`src/verilog/sef_map.vh`:
```
// constants for the serial memory front end: opcodes, status layout, counts
`ifndef SEF_MAP_VH
`define SEF_MAP_VH

// ------------------------------------------------------------------
// instruction codes the front end recognises
// ------------------------------------------------------------------
`define SEF_OP_WRSR        8'h01
`define SEF_OP_WRITE       8'h02
`define SEF_OP_READ        8'h03
`define SEF_OP_WRDI        8'h04
`define SEF_OP_RDSR        8'h05
`define SEF_OP_WREN        8'h06

// ------------------------------------------------------------------
// status byte layout and reset values
// ------------------------------------------------------------------
`define SEF_ST_WEL_BIT     1
`define SEF_ST_PLO_BIT     2
`define SEF_ST_PHI_BIT     3
`define SEF_PROT_RST       1'h0
`define SEF_WEL_RST        1'h0

// ------------------------------------------------------------------
// framing counts
// ------------------------------------------------------------------
`define SEF_ADDR_BYTES     4'h3
`define SEF_LAST_BIT       3'h7
`define SEF_FIFO_WIDTH     8
`define SEF_FIFO_DEPTH     16

`endif

```
`src/verilog/sef_fifo.v`:
```
// synchronous fifo with valid/ready on both sides
`timescale 1ns/1ps
`default_nettype none

module sef_fifo #(
  parameter WIDTH = 8,
  parameter DEPTH = 16,
  parameter AW    = 4
) (
  input  wire             clk_sys_i,
  input  wire             nrst_i,
  input  wire [WIDTH-1:0] in_data_i,
  input  wire             in_valid_i,
  output wire             in_ready_o,
  output wire [WIDTH-1:0] out_data_o,
  output wire             out_valid_o,
  input  wire             out_ready_i
);

  reg [WIDTH-1:0] mem_q [0:DEPTH-1];
  reg [AW-1:0]    wr_q;
  reg [AW-1:0]    rd_q;
  reg [AW:0]      cnt_q;
  wire            push;
  wire            pop;

  // honest flags from the fill count
  assign in_ready_o  = (cnt_q != DEPTH[AW:0]);
  assign out_valid_o = (cnt_q != {(AW+1){1'b0}});
  assign out_data_o  = mem_q[rd_q];
  assign push        = in_valid_i & in_ready_o;
  assign pop         = out_valid_o & out_ready_i;

  // storage, no reset needed on the array
  always @(posedge clk_sys_i) begin
    if (push) begin
      mem_q[wr_q] <= in_data_i;
    end
  end

  // pointers wrap at depth, which need not be a power of two
  always @(posedge clk_sys_i) begin
    if (!nrst_i) begin
      wr_q  <= {AW{1'b0}};
      rd_q  <= {AW{1'b0}};
      cnt_q <= {(AW+1){1'b0}};
    end else begin
      if (push) begin
        wr_q <= (wr_q == DEPTH[AW-1:0] - 1'b1) ? {AW{1'b0}} : wr_q + 1'b1;
      end
      if (pop) begin
        rd_q <= (rd_q == DEPTH[AW-1:0] - 1'b1) ? {AW{1'b0}} : rd_q + 1'b1;
      end
      if (push && !pop) begin
        cnt_q <= cnt_q + 1'b1;
      end else if (pop && !push) begin
        cnt_q <= cnt_q - 1'b1;
      end
    end
  end

endmodule // sef_fifo

`default_nettype wire

```
`src/verilog/sef_front_end.v`:
```
// serial memory front end: spi target pins, command framing, protect bits
// Behaviour
// - serial output changes only on falling serial clock edges.
// - serial input captured on every rising clock edge while selected, not paused and not in standby.
// - incoming instruction, address and data bytes arrive msb first.
// - returned bytes leave msb first.
// - first input bit taken on first rising edge after select falls.
// - read output starts on first falling edge after last status opcode bit or last read address bit.
// - deselected means output in high impedance.
// - no instruction accepted before a select falling edge after power-up.
// - select low makes the device selected and active.
// - pause input suspends the transfer without deselecting; it resumes after.
// - during pause output is high impedance, clock and input ignored.
// - write-protect low freezes the two protect size bits.
// - invalid command gives standby, output off, until next select fall.
// - valid command gives active state until next select rise.
// - clock modes 0 and 3 work; sample rising, drive falling.
`include "sef_map.vh"
`timescale 1ns/1ps
`default_nettype none

module sef_front_end #(
  parameter FIFO_WIDTH = `SEF_FIFO_WIDTH,
  parameter FIFO_DEPTH = `SEF_FIFO_DEPTH
) (
  input  wire       clk_sys_i,
  input  wire       nrst_i,
  input  wire       sel_n_i,
  input  wire       sclk_i,
  input  wire       sdi_i,
  input  wire       pause_n_i,
  input  wire       wp_n_i,
  output reg        sdo_o,
  output reg        sdo_oe_n_o,
  input  wire [7:0] tx_data_i,
  output reg        tx_next_o,
  output reg  [7:0] rx_data_o,
  output reg        rx_valid_o,
  input  wire       rx_ready_i,
  output reg        rx_full_o,
  output reg        rx_drop_o,
  output reg        cmd_start_o,
  output reg  [7:0] cmd_code_o,
  output reg        active_o,
  output reg        protect_size_bit_hi_o,
  output reg        protect_size_bit_lo_o
);

  // ------------------------------------------------------------------
  // state codes
  // ------------------------------------------------------------------
  localparam ST_IDLE    = 2'h0;
  localparam ST_OPCODE  = 2'h1;
  localparam ST_ACTIVE  = 2'h2;
  localparam ST_STANDBY = 2'h3;

  // ------------------------------------------------------------------
  // pin synchronisers: two flops per pin, nothing reads stage one
  // ------------------------------------------------------------------
  wire [4:0] pin_raw;
  reg  [4:0] pin_s1_q;
  reg  [4:0] pin_s2_q;
  assign pin_raw = {wp_n_i, pause_n_i, sdi_i, sclk_i, sel_n_i};

  genvar gi;
  generate
    for (gi = 0; gi < 5; gi = gi + 1) begin : g_sync
      // pause and protect rest high; select rests low in reset so that a
      // select already held low at release never looks like a falling edge
      always @(posedge clk_sys_i) begin
        if (!nrst_i) begin
          pin_s1_q[gi] <= (gi == 3 || gi == 4) ? 1'b1 : 1'b0;
          pin_s2_q[gi] <= (gi == 3 || gi == 4) ? 1'b1 : 1'b0;
        end else begin
          pin_s1_q[gi] <= pin_raw[gi];
          pin_s2_q[gi] <= pin_s1_q[gi];
        end
      end
    end
  endgenerate

  wire sel_n_s  = pin_s2_q[0];
  wire sclk_s   = pin_s2_q[1];
  wire sdi_s    = pin_s2_q[2];
  wire pause_s  = ~pin_s2_q[3];
  wire wp_n_s   = pin_s2_q[4];

  // ------------------------------------------------------------------
  // edge detection on the synchronised pins
  // ------------------------------------------------------------------
  reg  sclk_prev_q;
  reg  sel_prev_q;
  always @(posedge clk_sys_i) begin
    if (!nrst_i) begin
      sclk_prev_q <= 1'b0;
      sel_prev_q  <= 1'b0;
    end else begin
      sclk_prev_q <= sclk_s;
      sel_prev_q  <= sel_n_s;
    end
  end

  // a fall needs a high select seen since reset, so power-up stays quiet
  wire sel_fall = sel_prev_q & ~sel_n_s;
  wire selected = ~sel_n_s;
  // pause freezes the shifters; edges seen while paused are dropped
  wire live     = selected & ~pause_s;
  wire sck_rise = live & ~sclk_prev_q & sclk_s;
  wire sck_fall = live & sclk_prev_q & ~sclk_s;

  // ------------------------------------------------------------------
  // framing registers
  // ------------------------------------------------------------------
  reg  [1:0] state_q;
  reg  [2:0] bit_q;
  reg  [7:0] in_sr_q;
  reg  [3:0] byte_q;
  reg  [7:0] op_q;
  reg        out_en_q;
  reg  [7:0] out_sr_q;
  reg  [2:0] out_bit_q;
  reg        wel_q;

  // byte assembled this cycle, msb arrived first
  wire [7:0] in_byte  = {in_sr_q[6:0], sdi_s};
  wire       byte_end = sck_rise & (bit_q == `SEF_LAST_BIT);

  // ------------------------------------------------------------------
  // opcode classification
  // ------------------------------------------------------------------
  wire op_known = (in_byte == `SEF_OP_WRSR)  | (in_byte == `SEF_OP_WRITE) |
                  (in_byte == `SEF_OP_READ)  | (in_byte == `SEF_OP_WRDI)  |
                  (in_byte == `SEF_OP_RDSR)  | (in_byte == `SEF_OP_WREN);

  wire [7:0] status_byte;
  assign status_byte = {4'h0, protect_size_bit_hi_o, protect_size_bit_lo_o, wel_q, 1'b0};

  // ------------------------------------------------------------------
  // receive fifo: address and write data bytes after the opcode
  // ------------------------------------------------------------------
  wire       fifo_in_ready;
  wire [7:0] fifo_out_data;
  wire       fifo_out_valid;
  wire       fifo_pop = rx_valid_o & rx_ready_i;
  wire       push_req = byte_end & (state_q == ST_ACTIVE) &
                        ((op_q == `SEF_OP_WRITE) | (op_q == `SEF_OP_READ) | (op_q == `SEF_OP_WRSR));

  sef_fifo #(
    .WIDTH (FIFO_WIDTH),
    .DEPTH (FIFO_DEPTH),
    .AW    (4)
  ) u_fifo (
    .clk_sys_i   (clk_sys_i),
    .nrst_i      (nrst_i),
    .in_data_i   (in_byte),
    .in_valid_i  (push_req),
    .in_ready_o  (fifo_in_ready),
    .out_data_o  (fifo_out_data),
    .out_valid_o (fifo_out_valid),
    .out_ready_i (~rx_valid_o | rx_ready_i)
  );

  // output stage: one registered slot in front of the consumer
  always @(posedge clk_sys_i) begin
    if (!nrst_i) begin
      rx_data_o  <= 8'h00;
      rx_valid_o <= 1'b0;
      rx_full_o  <= 1'b0;
      rx_drop_o  <= 1'b0;
    end else begin
      if (fifo_out_valid && (!rx_valid_o || rx_ready_i)) begin
        rx_data_o  <= fifo_out_data;
        rx_valid_o <= 1'b1;
      end else if (fifo_pop) begin
        rx_valid_o <= 1'b0;
      end
      rx_full_o <= ~fifo_in_ready;
      // the master cannot be stalled, so a full fifo loses the byte
      rx_drop_o <= push_req & ~fifo_in_ready;
    end
  end

  // ------------------------------------------------------------------
  // command framing state machine
  // ------------------------------------------------------------------
  always @(posedge clk_sys_i) begin
    if (!nrst_i) begin
      state_q     <= ST_IDLE;
      bit_q       <= 3'h0;
      in_sr_q     <= 8'h00;
      byte_q      <= 4'h0;
      op_q        <= 8'h00;
      cmd_start_o <= 1'b0;
      cmd_code_o  <= 8'h00;
      active_o    <= 1'b0;
    end else begin
      cmd_start_o <= 1'b0;
      if (sel_n_s) begin
        // deselect drops any partial byte and ends the command
        state_q  <= ST_IDLE;
        bit_q    <= 3'h0;
        byte_q   <= 4'h0;
        active_o <= 1'b0;
      end else if (sel_fall) begin
        state_q  <= ST_OPCODE;
        bit_q    <= 3'h0;
        byte_q   <= 4'h0;
        active_o <= 1'b1;
      end else if (sck_rise && (state_q == ST_OPCODE || state_q == ST_ACTIVE)) begin
        in_sr_q <= in_byte;
        bit_q   <= bit_q + 3'h1;
        if (byte_end) begin
          if (state_q == ST_OPCODE) begin
            op_q       <= in_byte;
            cmd_code_o <= in_byte;
            if (op_known) begin
              state_q     <= ST_ACTIVE;
              cmd_start_o <= 1'b1;
            end else begin
              state_q  <= ST_STANDBY;
              active_o <= 1'b0;
            end
          end else if (byte_q != 4'hF) begin
            byte_q <= byte_q + 4'h1;
          end
        end
      end
    end
  end

  // ------------------------------------------------------------------
  // write enable latch and protect size bits
  // ------------------------------------------------------------------
  always @(posedge clk_sys_i) begin
    if (!nrst_i) begin
      wel_q                 <= `SEF_WEL_RST;
      protect_size_bit_hi_o <= `SEF_PROT_RST;
      protect_size_bit_lo_o <= `SEF_PROT_RST;
    end else if (byte_end) begin
      if (state_q == ST_OPCODE && in_byte == `SEF_OP_WREN) begin
        wel_q <= 1'b1;
      end else if (state_q == ST_OPCODE && in_byte == `SEF_OP_WRDI) begin
        wel_q <= 1'b0;
      end else if (state_q == ST_ACTIVE && op_q == `SEF_OP_WRSR && byte_q == 4'h0) begin
        // protect low freezes the area size, the write still ends wel
        if (wp_n_s && wel_q) begin
          protect_size_bit_hi_o <= in_byte[`SEF_ST_PHI_BIT];
          protect_size_bit_lo_o <= in_byte[`SEF_ST_PLO_BIT];
        end
        wel_q <= 1'b0;
      end
    end
  end

  // ------------------------------------------------------------------
  // transmit shifter: loads on the rising edge that ends the
  // status opcode or the last read address byte, shifts on every following falling edge
  // ------------------------------------------------------------------
  wire rd_status = byte_end & (state_q == ST_OPCODE) & (in_byte == `SEF_OP_RDSR);
  wire rd_array  = byte_end & (state_q == ST_ACTIVE) & (op_q == `SEF_OP_READ) &
                   (byte_q == `SEF_ADDR_BYTES - 4'h1);

  always @(posedge clk_sys_i) begin
    if (!nrst_i) begin
      out_en_q   <= 1'b0;
      out_sr_q   <= 8'h00;
      out_bit_q  <= 3'h0;
      sdo_o      <= 1'b0;
      sdo_oe_n_o <= 1'b1;
      tx_next_o  <= 1'b0;
    end else begin
      tx_next_o <= 1'b0;
      if (!selected || state_q == ST_STANDBY) begin
        out_en_q <= 1'b0;
      end else if (rd_status || rd_array) begin
        out_en_q  <= 1'b1;
        out_sr_q  <= rd_status ? status_byte : tx_data_i;
        out_bit_q <= 3'h0;
        tx_next_o <= rd_array;
      end else if (sck_fall && out_en_q) begin
        sdo_o     <= out_sr_q[7];
        out_bit_q <= out_bit_q + 3'h1;
        if (out_bit_q == `SEF_LAST_BIT) begin
          // status repeats, array data streams from the user side
          out_sr_q  <= (op_q == `SEF_OP_RDSR) ? status_byte : tx_data_i;
          tx_next_o <= (op_q == `SEF_OP_READ);
        end else begin
          out_sr_q <= {out_sr_q[6:0], 1'b0};
        end
      end
      // drive only while selected, reading, and not paused
      sdo_oe_n_o <= ~(selected & ~pause_s & out_en_q &
                      (state_q == ST_ACTIVE));
    end
  end

endmodule // sef_front_end

`default_nettype wire

```
`config.mk`:
```
export PLATFORM = sky130hd
export DESIGN_NAME = sef_front_end
export DESIGN_NICKNAME = d
export VERILOG_FILES = /design/src/verilog/sef_fifo.v /design/src/verilog/sef_front_end.v
export VERILOG_INCLUDE_DIRS = /design/src /design/src/verilog
export SDC_FILE = /design/constraint.sdc
export NUM_CORES = 1
export LEC_CHECK = 0
export ABC_AREA = 1
export BUFFER_PORTS_ARGS = -buffer_cell sky130_fd_sc_hd__buf_2
export CAP_MARGIN = 25
export CORE_MARGIN = 4
export CORE_UTILIZATION = 45
export CTS_CLUSTER_SIZE = 14
export DETAILED_ROUTE_END_ITERATION = 8
export SETUP_SLACK_MARGIN = 0.5
export SYNTH_ARGS = -nofsm -noshare
export SYNTH_HDL_FRONTEND = slang
export SYNTH_HIERARCHICAL = 1
export SYNTH_SLANG_ARGS = --single-unit
```
`constraint.sdc`:
```
create_clock -name clk_sys_i -period 7.3 [get_ports clk_sys_i]
set_input_delay 0.73 -clock clk_sys_i [delete_from_list [all_inputs] [get_ports clk_sys_i]]
set_output_delay 0.73 -clock clk_sys_i [all_outputs]
set_load 0.1 [all_outputs]
```
==> results.sh, run 1 <==
export IMPL_outcome="finished, final reports clean"
export IMPL_worst_path_buf_inv=4
export IMPL_layout_commonest_cell="nand2_1"
export IMPL_first_pass_iters=4
export IMPL_synth_area_leaders="edfxtp_1 41%, dfxtp_1 18%, nand2_1 12%"
export IMPL_cp_start_kind="flip-flop"
export IMPL_htreeDepth=1
export IMPL_place_hpwl_mm=13.87
export IMPL_fin_crit_ns=2.871
export IMPL_fp_dieW_um=152.8
export IMPL_syn_inst=1055
export IMPL_cts_hold_buf=0
export IMPL_die_h_um=152.8
export IMPL_insertion_delay_ns=0.49
export IMPL_portBuffers=41
export IMPL_rsz0062_at_grt="false"
export IMPL_antenna_found_initial=0
export IMPL_ant_nets=0
export IMPL_post_route_util_pct=51.64
export IMPL_worstSetupPathType="reg2reg"
export IMPL_multiInputGateArea_um2=3208
export IMPL_crit_top_cell="ha_1"
export IMPL_hold_violations=0
export IMPL_overflow=0
export IMPL_finClkSkew_ns=0.01273
export IMPL_antenna_cells=0
export IMPL_area_growth_pct=11.79
export IMPL_yosysWarnings=6
export IMPL_power_density_nw_per_um2=312.5
export IMPL_setup_slack_ns=4.429
export IMPL_ys_seq_area_share_pct=58.54
export IMPL_dpl_cell_count=1340
export IMPL_mostFrequentLayoutCells="313 x nand2_1, 128 x edfxtp_1, 117 x inv_1"
export IMPL_cts_setup_buffers=0
export IMPL_syn_area_um2=9438
export IMPL_grt_max_degree=66
export IMPL_finalSetupViolCount=0
export IMPL_cp_arrival_ns=3.25
export IMPL_core_area_um2=20430
export IMPL_cts_tree="built"
export IMPL_drive_above_1_share_pct=10.43
export IMPL_peakVddDrop_v=0.0001962
export IMPL_nFillCells=1938
export IMPL_grt_pass1_vias=6589
export IMPL_finalSetupTns_ns=0
export IMPL_maxCapViolations=0
export IMPL_grt_use_total_pct=18.25
export IMPL_grt_pass1_wl_mm=34.80
export IMPL_root_buffer="clkbuf_16"
export IMPL_cts_resized=0
export IMPL_start_util_pct=46.20
export IMPL_slew_limit_headroom_pct=37.09
export IMPL_clkTransAtPathRegs_ns=0.05
export IMPL_syn_nets=1091
export IMPL_dp_slack_ns=4.437
export IMPL_vias=6860
export IMPL_final_cells=1382
export IMPL_r2r_slack_ns=4.43
export IMPL_numCtsBuffers=23
export IMPL_wl_mm=21.39
export IMPL_drc=0
export IMPL_critPathSlowestCell="dfxtp_1"
export IMPL_max_clock_path_buffers=3
export IMPL_crit_fanout=10
export IMPL_layout_nets=1132
export IMPL_cp_end_kind="flip-flop"
export IMPL_postSynthAreaPerCell_um2=8.946
export IMPL_synth_top_cell_by_area="edfxtp_1"
export IMPL_yosys_area_top_type_share_pct=40.73
export IMPL_die_area_um2=23350
export IMPL_viasPerCell=4.964
export IMPL_ys_types=38
export IMPL_cts_sinks=212
export IMPL_crit_chain="ha_1 -> ha_1 -> inv_1 -> nor2_4 -> nand2_1 -> nor2_1 -> nand2_2 -> inv_2 -> ha_1 -> inv_1 -> ha_1 -> or2_2 -> nand3_1 -> nand2_1 -> o21ai_0 -> inv_1"
export IMPL_finalWeightedCongestion=0.8625
export IMPL_placementRows=52
export IMPL_crit_path_max_incr_delay_ns=0.35
export IMPL_period_share_pct=39.33
export IMPL_wl_per_cell_um=15.47
export IMPL_ios=42
export IMPL_ys_seq_elements=212
export IMPL_drt_iter0_markers=535
export IMPL_min_path_type="reg2reg"
export IMPL_tightest_slew_ns=0.9424
export IMPL_clock_fmax_ghz=0.3483
export IMPL_leakagePower_nw=4.549
export IMPL_cpLargestDelayFamily="simple AND/OR/NAND/NOR gates"
export IMPL_required_ns=7.68
export IMPL_regArea_um2=5527
export IMPL_slew_violations=0
final timing paths:
path / from / end / depth (start not counted)
worst max register to register: bit_q[0] / u_fifo/cnt_q[3] / 16
worst max-delay path: bit_q[0] / u_fifo/cnt_q[3] / 16
worst min register to register: pin_s1_q[1] / sclk_s / 2
worst min-delay path: pin_s1_q[1] / sclk_s / 2
layout make-up:
class,instances,area share (%)
Multi-Input combinational cell,686,30.41
Timing Repair Buffer,50,2.740
Clock inverter,2,0.09488
Clock buffer,39,6.796
Tap cell,270,3.202
Inverter,123,4.376
Sequential cell,212,52.38
per-layer routing:
metal / global-route usage (%) / vias up / wire, um
met2: 29.88 / 126 / 9938
met4: 3.988 / 0 / 390
met1: 26.15 / 3202 / 10030
met5: 0 / - / 0
li1: - / 3497 / -
met3: 2.488 / 35 / 1023
synth_stat cells:
library cell and n:
a21boi_0 1, clkbuf_8 1, fa_1 1, a21oi_1 39
o21ai_1 5, inv_2 6, o21ai_0 44, clkbuf_1 4
buf_8 1, inv_1 117, nand3_1 107, nor2_1 111
dfxtp_1 84, nand2_2 6, a211oi_1 1, and3_1 1
nand3_2 3, buf_2 15, o21a_1 2, buf_6 9
nand2_1 313, nor2_8 1, nor4_1 1, nand3_4 2
nand4_1 3, ha_1 19, nor2_4 4, nor2_2 2
nor3_1 4, buf_1 2, xor2_1 4, buf_4 2
nand2_4 2, nor3b_1 1, edfxtp_1 128, or2_2 7
nand2b_1 1, a31oi_1 1
registers in the layout, indices dropped and copies added, names as in the netlist, 2 cells and up, named ones only:
register / flops
u_fifo/rd_q: 4
pin_s1_q: 5
bit_q: 3
u_fifo/wr_q: 4
u_fifo/mem_q: 128
byte_q: 4
out_sr_q: 8
u_fifo/cnt_q: 5
state_q: 2
rx_data_o: 8
in_sr_q: 7
out_bit_q: 3
op_q: 8
metrics by stage:
step / power, mW / area, um^2 / hold slack [ns]
4_1_cts: 3.323 / 10540 / 0.4047
2_1_floorplan: 2.048 / 9438 / 0.3905
6_report: 3.297 / 10550 / 0.4087
3_3_place_gp: 2.200 / 9784 / 0.3938
3_5_place_dp: 2.215 / 9809 / 0.3947
5_1_grt: 3.475 / 10550 / 0.4141
logic make-up after synthesis:
kind of cell,synth area share [%]
AND/OR/NAND/NOR,25.84
XOR/XNOR,0.3712
buffers and inverters,7.464
adder cells (fa/ha/maj),2.731
AO/OA/AOI/OAI,5.051
flip-flops,58.54
worst min-delay path, cell delays in order (launching register included):
cell	delay, ns
dfxtp_1	0.30
nand2_1	0.04
inv_1	0.04
power by group:
part           switching, mW  leakage, nW  internal (mW)
combinational          0.627         2.48          0.221
clock                  0.442        0.357          0.664
sequential            0.0356         1.72           1.31
(Power assumes the default switching activity.)
==> run 2: changes to the inputs <==
==> constraint.sdc (replaced) <==
create_clock -name clk_sys_i -period 3 [get_ports clk_sys_i]
set_input_delay 0.3 -clock clk_sys_i [delete_from_list [all_inputs] [get_ports clk_sys_i]]
set_output_delay 0.3 -clock clk_sys_i [all_outputs]
set_load 0.1 [all_outputs]
==> run 2 against run 1 <==
Hold slack worse by 0.32 ns. Non-clock buffer count is 31 higher. Largest power group unchanged. Cell count is 2.2% higher. Global-route usage is 0.24 points higher.
==> results.sh, run 2 (synthesis results as in run 1) <==
export IMPL_outcome="finished, final reports clean"
export IMPL_required_ns=3.39
export IMPL_first_pass_iters=5
export IMPL_r2r_slack_ns=0.69
export IMPL_die_area_um2=23350
export IMPL_portBuffers=41
export IMPL_fin_crit_ns=2.314
export IMPL_numCtsBuffers=23
export IMPL_htreeDepth=1
export IMPL_ant_nets=0
export IMPL_die_h_um=152.8
export IMPL_drt_iter0_markers=436
export IMPL_drc=0
export IMPL_wl_per_cell_um=15.25
export IMPL_cts_sinks=212
export IMPL_min_path_type="in2reg"
export IMPL_period_share_pct=77.12
export IMPL_grt_use_total_pct=18.50
export IMPL_drive_above_1_share_pct=14.61
export IMPL_power_mw=8.035
export IMPL_cp_end_kind="flip-flop"
export IMPL_finalWeightedCongestion=0.8660
export IMPL_layout_nets=1163
export IMPL_met3WireLength_mm=1.065
export IMPL_cp_arrival_ns=2.71
export IMPL_crit_fanout=8
export IMPL_tightest_slew_ns=0.7199
export IMPL_clkTransAtPathRegs_ns=0.06
export IMPL_post_route_util_pct=53.20
export IMPL_finClkSkew_ns=0.01288
export IMPL_cp_start_kind="flip-flop"
export IMPL_start_util_pct=46.20
export IMPL_mostFrequentLayoutCells="312 x nand2_1, 128 x edfxtp_1, 116 x inv_1"
export IMPL_cts_tree="built"
export IMPL_area_growth_pct=15.15
export IMPL_max_clock_path_buffers=3
export IMPL_leakagePower_nw=4.708
export IMPL_grt_max_degree=65
export IMPL_worstSetupPathType="reg2reg"
export IMPL_peakVddDrop_v=0.0004595
export IMPL_met1_length_mm=10.31
export IMPL_slew_violations=0
export IMPL_antenna_cells=0
export IMPL_highest_signal_layer="met4"
export IMPL_fp_dieW_um=152.8
export IMPL_finalSetupViolCount=0
export IMPL_place_hpwl_mm=14.36
export IMPL_final_cells=1413
export IMPL_hold_violations=0
export IMPL_holdWs_ns=0.09027
export IMPL_grt_pass1_vias=6728
export IMPL_placementRows=52
export IMPL_dpl_cell_count=1360
export IMPL_viasPerCell=4.907
export IMPL_antenna_found_initial=0
export IMPL_reg2reg_from="state_q[0]"
export IMPL_ios=42
export IMPL_top_register="u_fifo/mem_q"
export IMPL_wl_met2_mm=9.780
export IMPL_insertion_delay_ns=0.51
export IMPL_root_buffer="clkbuf_16"
export IMPL_largest_reg_flops=128
export IMPL_grt_pass1_wl_mm=35.31
export IMPL_r2r_end="u_fifo/cnt_q[3]"
export IMPL_slew_limit_headroom_pct=51.83
export IMPL_rsz0062_at_grt="true"
export IMPL_ff2ff_path_depth=14
export IMPL_power_density_nw_per_um2=739.3
export IMPL_vias=6933
export IMPL_wl_mm=21.55
export IMPL_core_area_um2=20430
export IMPL_finalSetupTns_ns=0
export IMPL_clock_fmax_ghz=0.4322
export IMPL_maxCapViolations=0
export IMPL_nFillCells=1903
export IMPL_overflow=0
export IMPL_layout_commonest_cell="nand2_1"
export IMPL_crit_path_start="state_q[0]"
export IMPL_crit_end="u_fifo/cnt_q[3]"
[run 2: cell types whose count changed in the layout (fill, tap and decap cells not counted), moves of 5 or more]
cell,change
dlygate4sd3_1,+5
buf_4,+29
dfxtp_4,+7
dfxtp_1,-11
clkbuf_1,-6
[run 2: metrics by stage]
| step | instance area, um^2 | setup slack (ns) |
|---|---|---|
| 5_1_grt | 10870 | 0.4799 |
| 4_1_cts | 10810 | 0.5037 |
| 2_1_floorplan | 9487 | 0.5305 |
| 6_report | 10870 | 0.6863 |
| 3_3_place_gp | 9998 | 0.3497 |
| 3_5_place_dp | 9998 | 0.3167 |
[run 2: repair_timing]
action / in CTS / in global routing
pin swaps: 2 / 4
resized for setup: 8 / 5
hold buffers: 5 / 0
setup endpoints to repair: 11 / 35
endpoints found under the hold margin: 5 / 0
buffers inserted: 2 / 5
[run 2: layout make-up]
cell class / instances / area (um^2) / share of cell area [%]
timing repair buffer: 81 / 518.0 / 4.766
tap: 270 / 337.8 / 3.108
sequential: 212 / 5558 / 51.14
clock inverter: 9 / 52.55 / 0.4835
multi-input combinational: 686 / 3268 / 30.07
clock buffer: 32 / 669.4 / 6.159
inverter: 123 / 464.2 / 4.271
[run 2: routing by layer]
metal  vias to the layer above  GRT usage [%]
met4                         0          4.115
met3                        28          3.478
li1                       3554              -
met1                      3201          26.84
met2                       150          29.15
met5                         -              0
[run 2: worst min path at each step]
stage                     slack, ns          end  cells past startpoint          from
after detailed placement       0.40       wp_n_s                      1   pin_s1_q[4]
after global routing           0.11  out_sr_q[0]                      3  tx_data_i[0]
final                          0.09  out_sr_q[0]                      3  tx_data_i[0]
after global placement         0.40       wp_n_s                      1   pin_s1_q[4]
after CTS                      0.08  out_sr_q[0]                      3  tx_data_i[0]
after floorplan                0.39       sclk_s                      2   pin_s1_q[1]
[run 2: power breakdown]
| group | internal, mW | switching (mW) |
|---|---|---|
| Combinational | 0.553 | 1.55 |
| Sequential | 3.18 | 0.0826 |
| Clock | 1.56 | 1.11 |
[run 2: worst max-delay path, cell delays in order, from the launching register on]
cell and delay, ns:
dfxtp_1 0.38, inv_1 0.06, ha_1 0.23, o21ai_0 0.20
nor2_4 0.09, nand2_4 0.12, inv_4 0.05, ha_4 0.16
inv_2 0.10, ha_4 0.22, or2_2 0.30, nand3_1 0.08
nand2_1 0.05, o21ai_1 0.11, inv_1 0.05
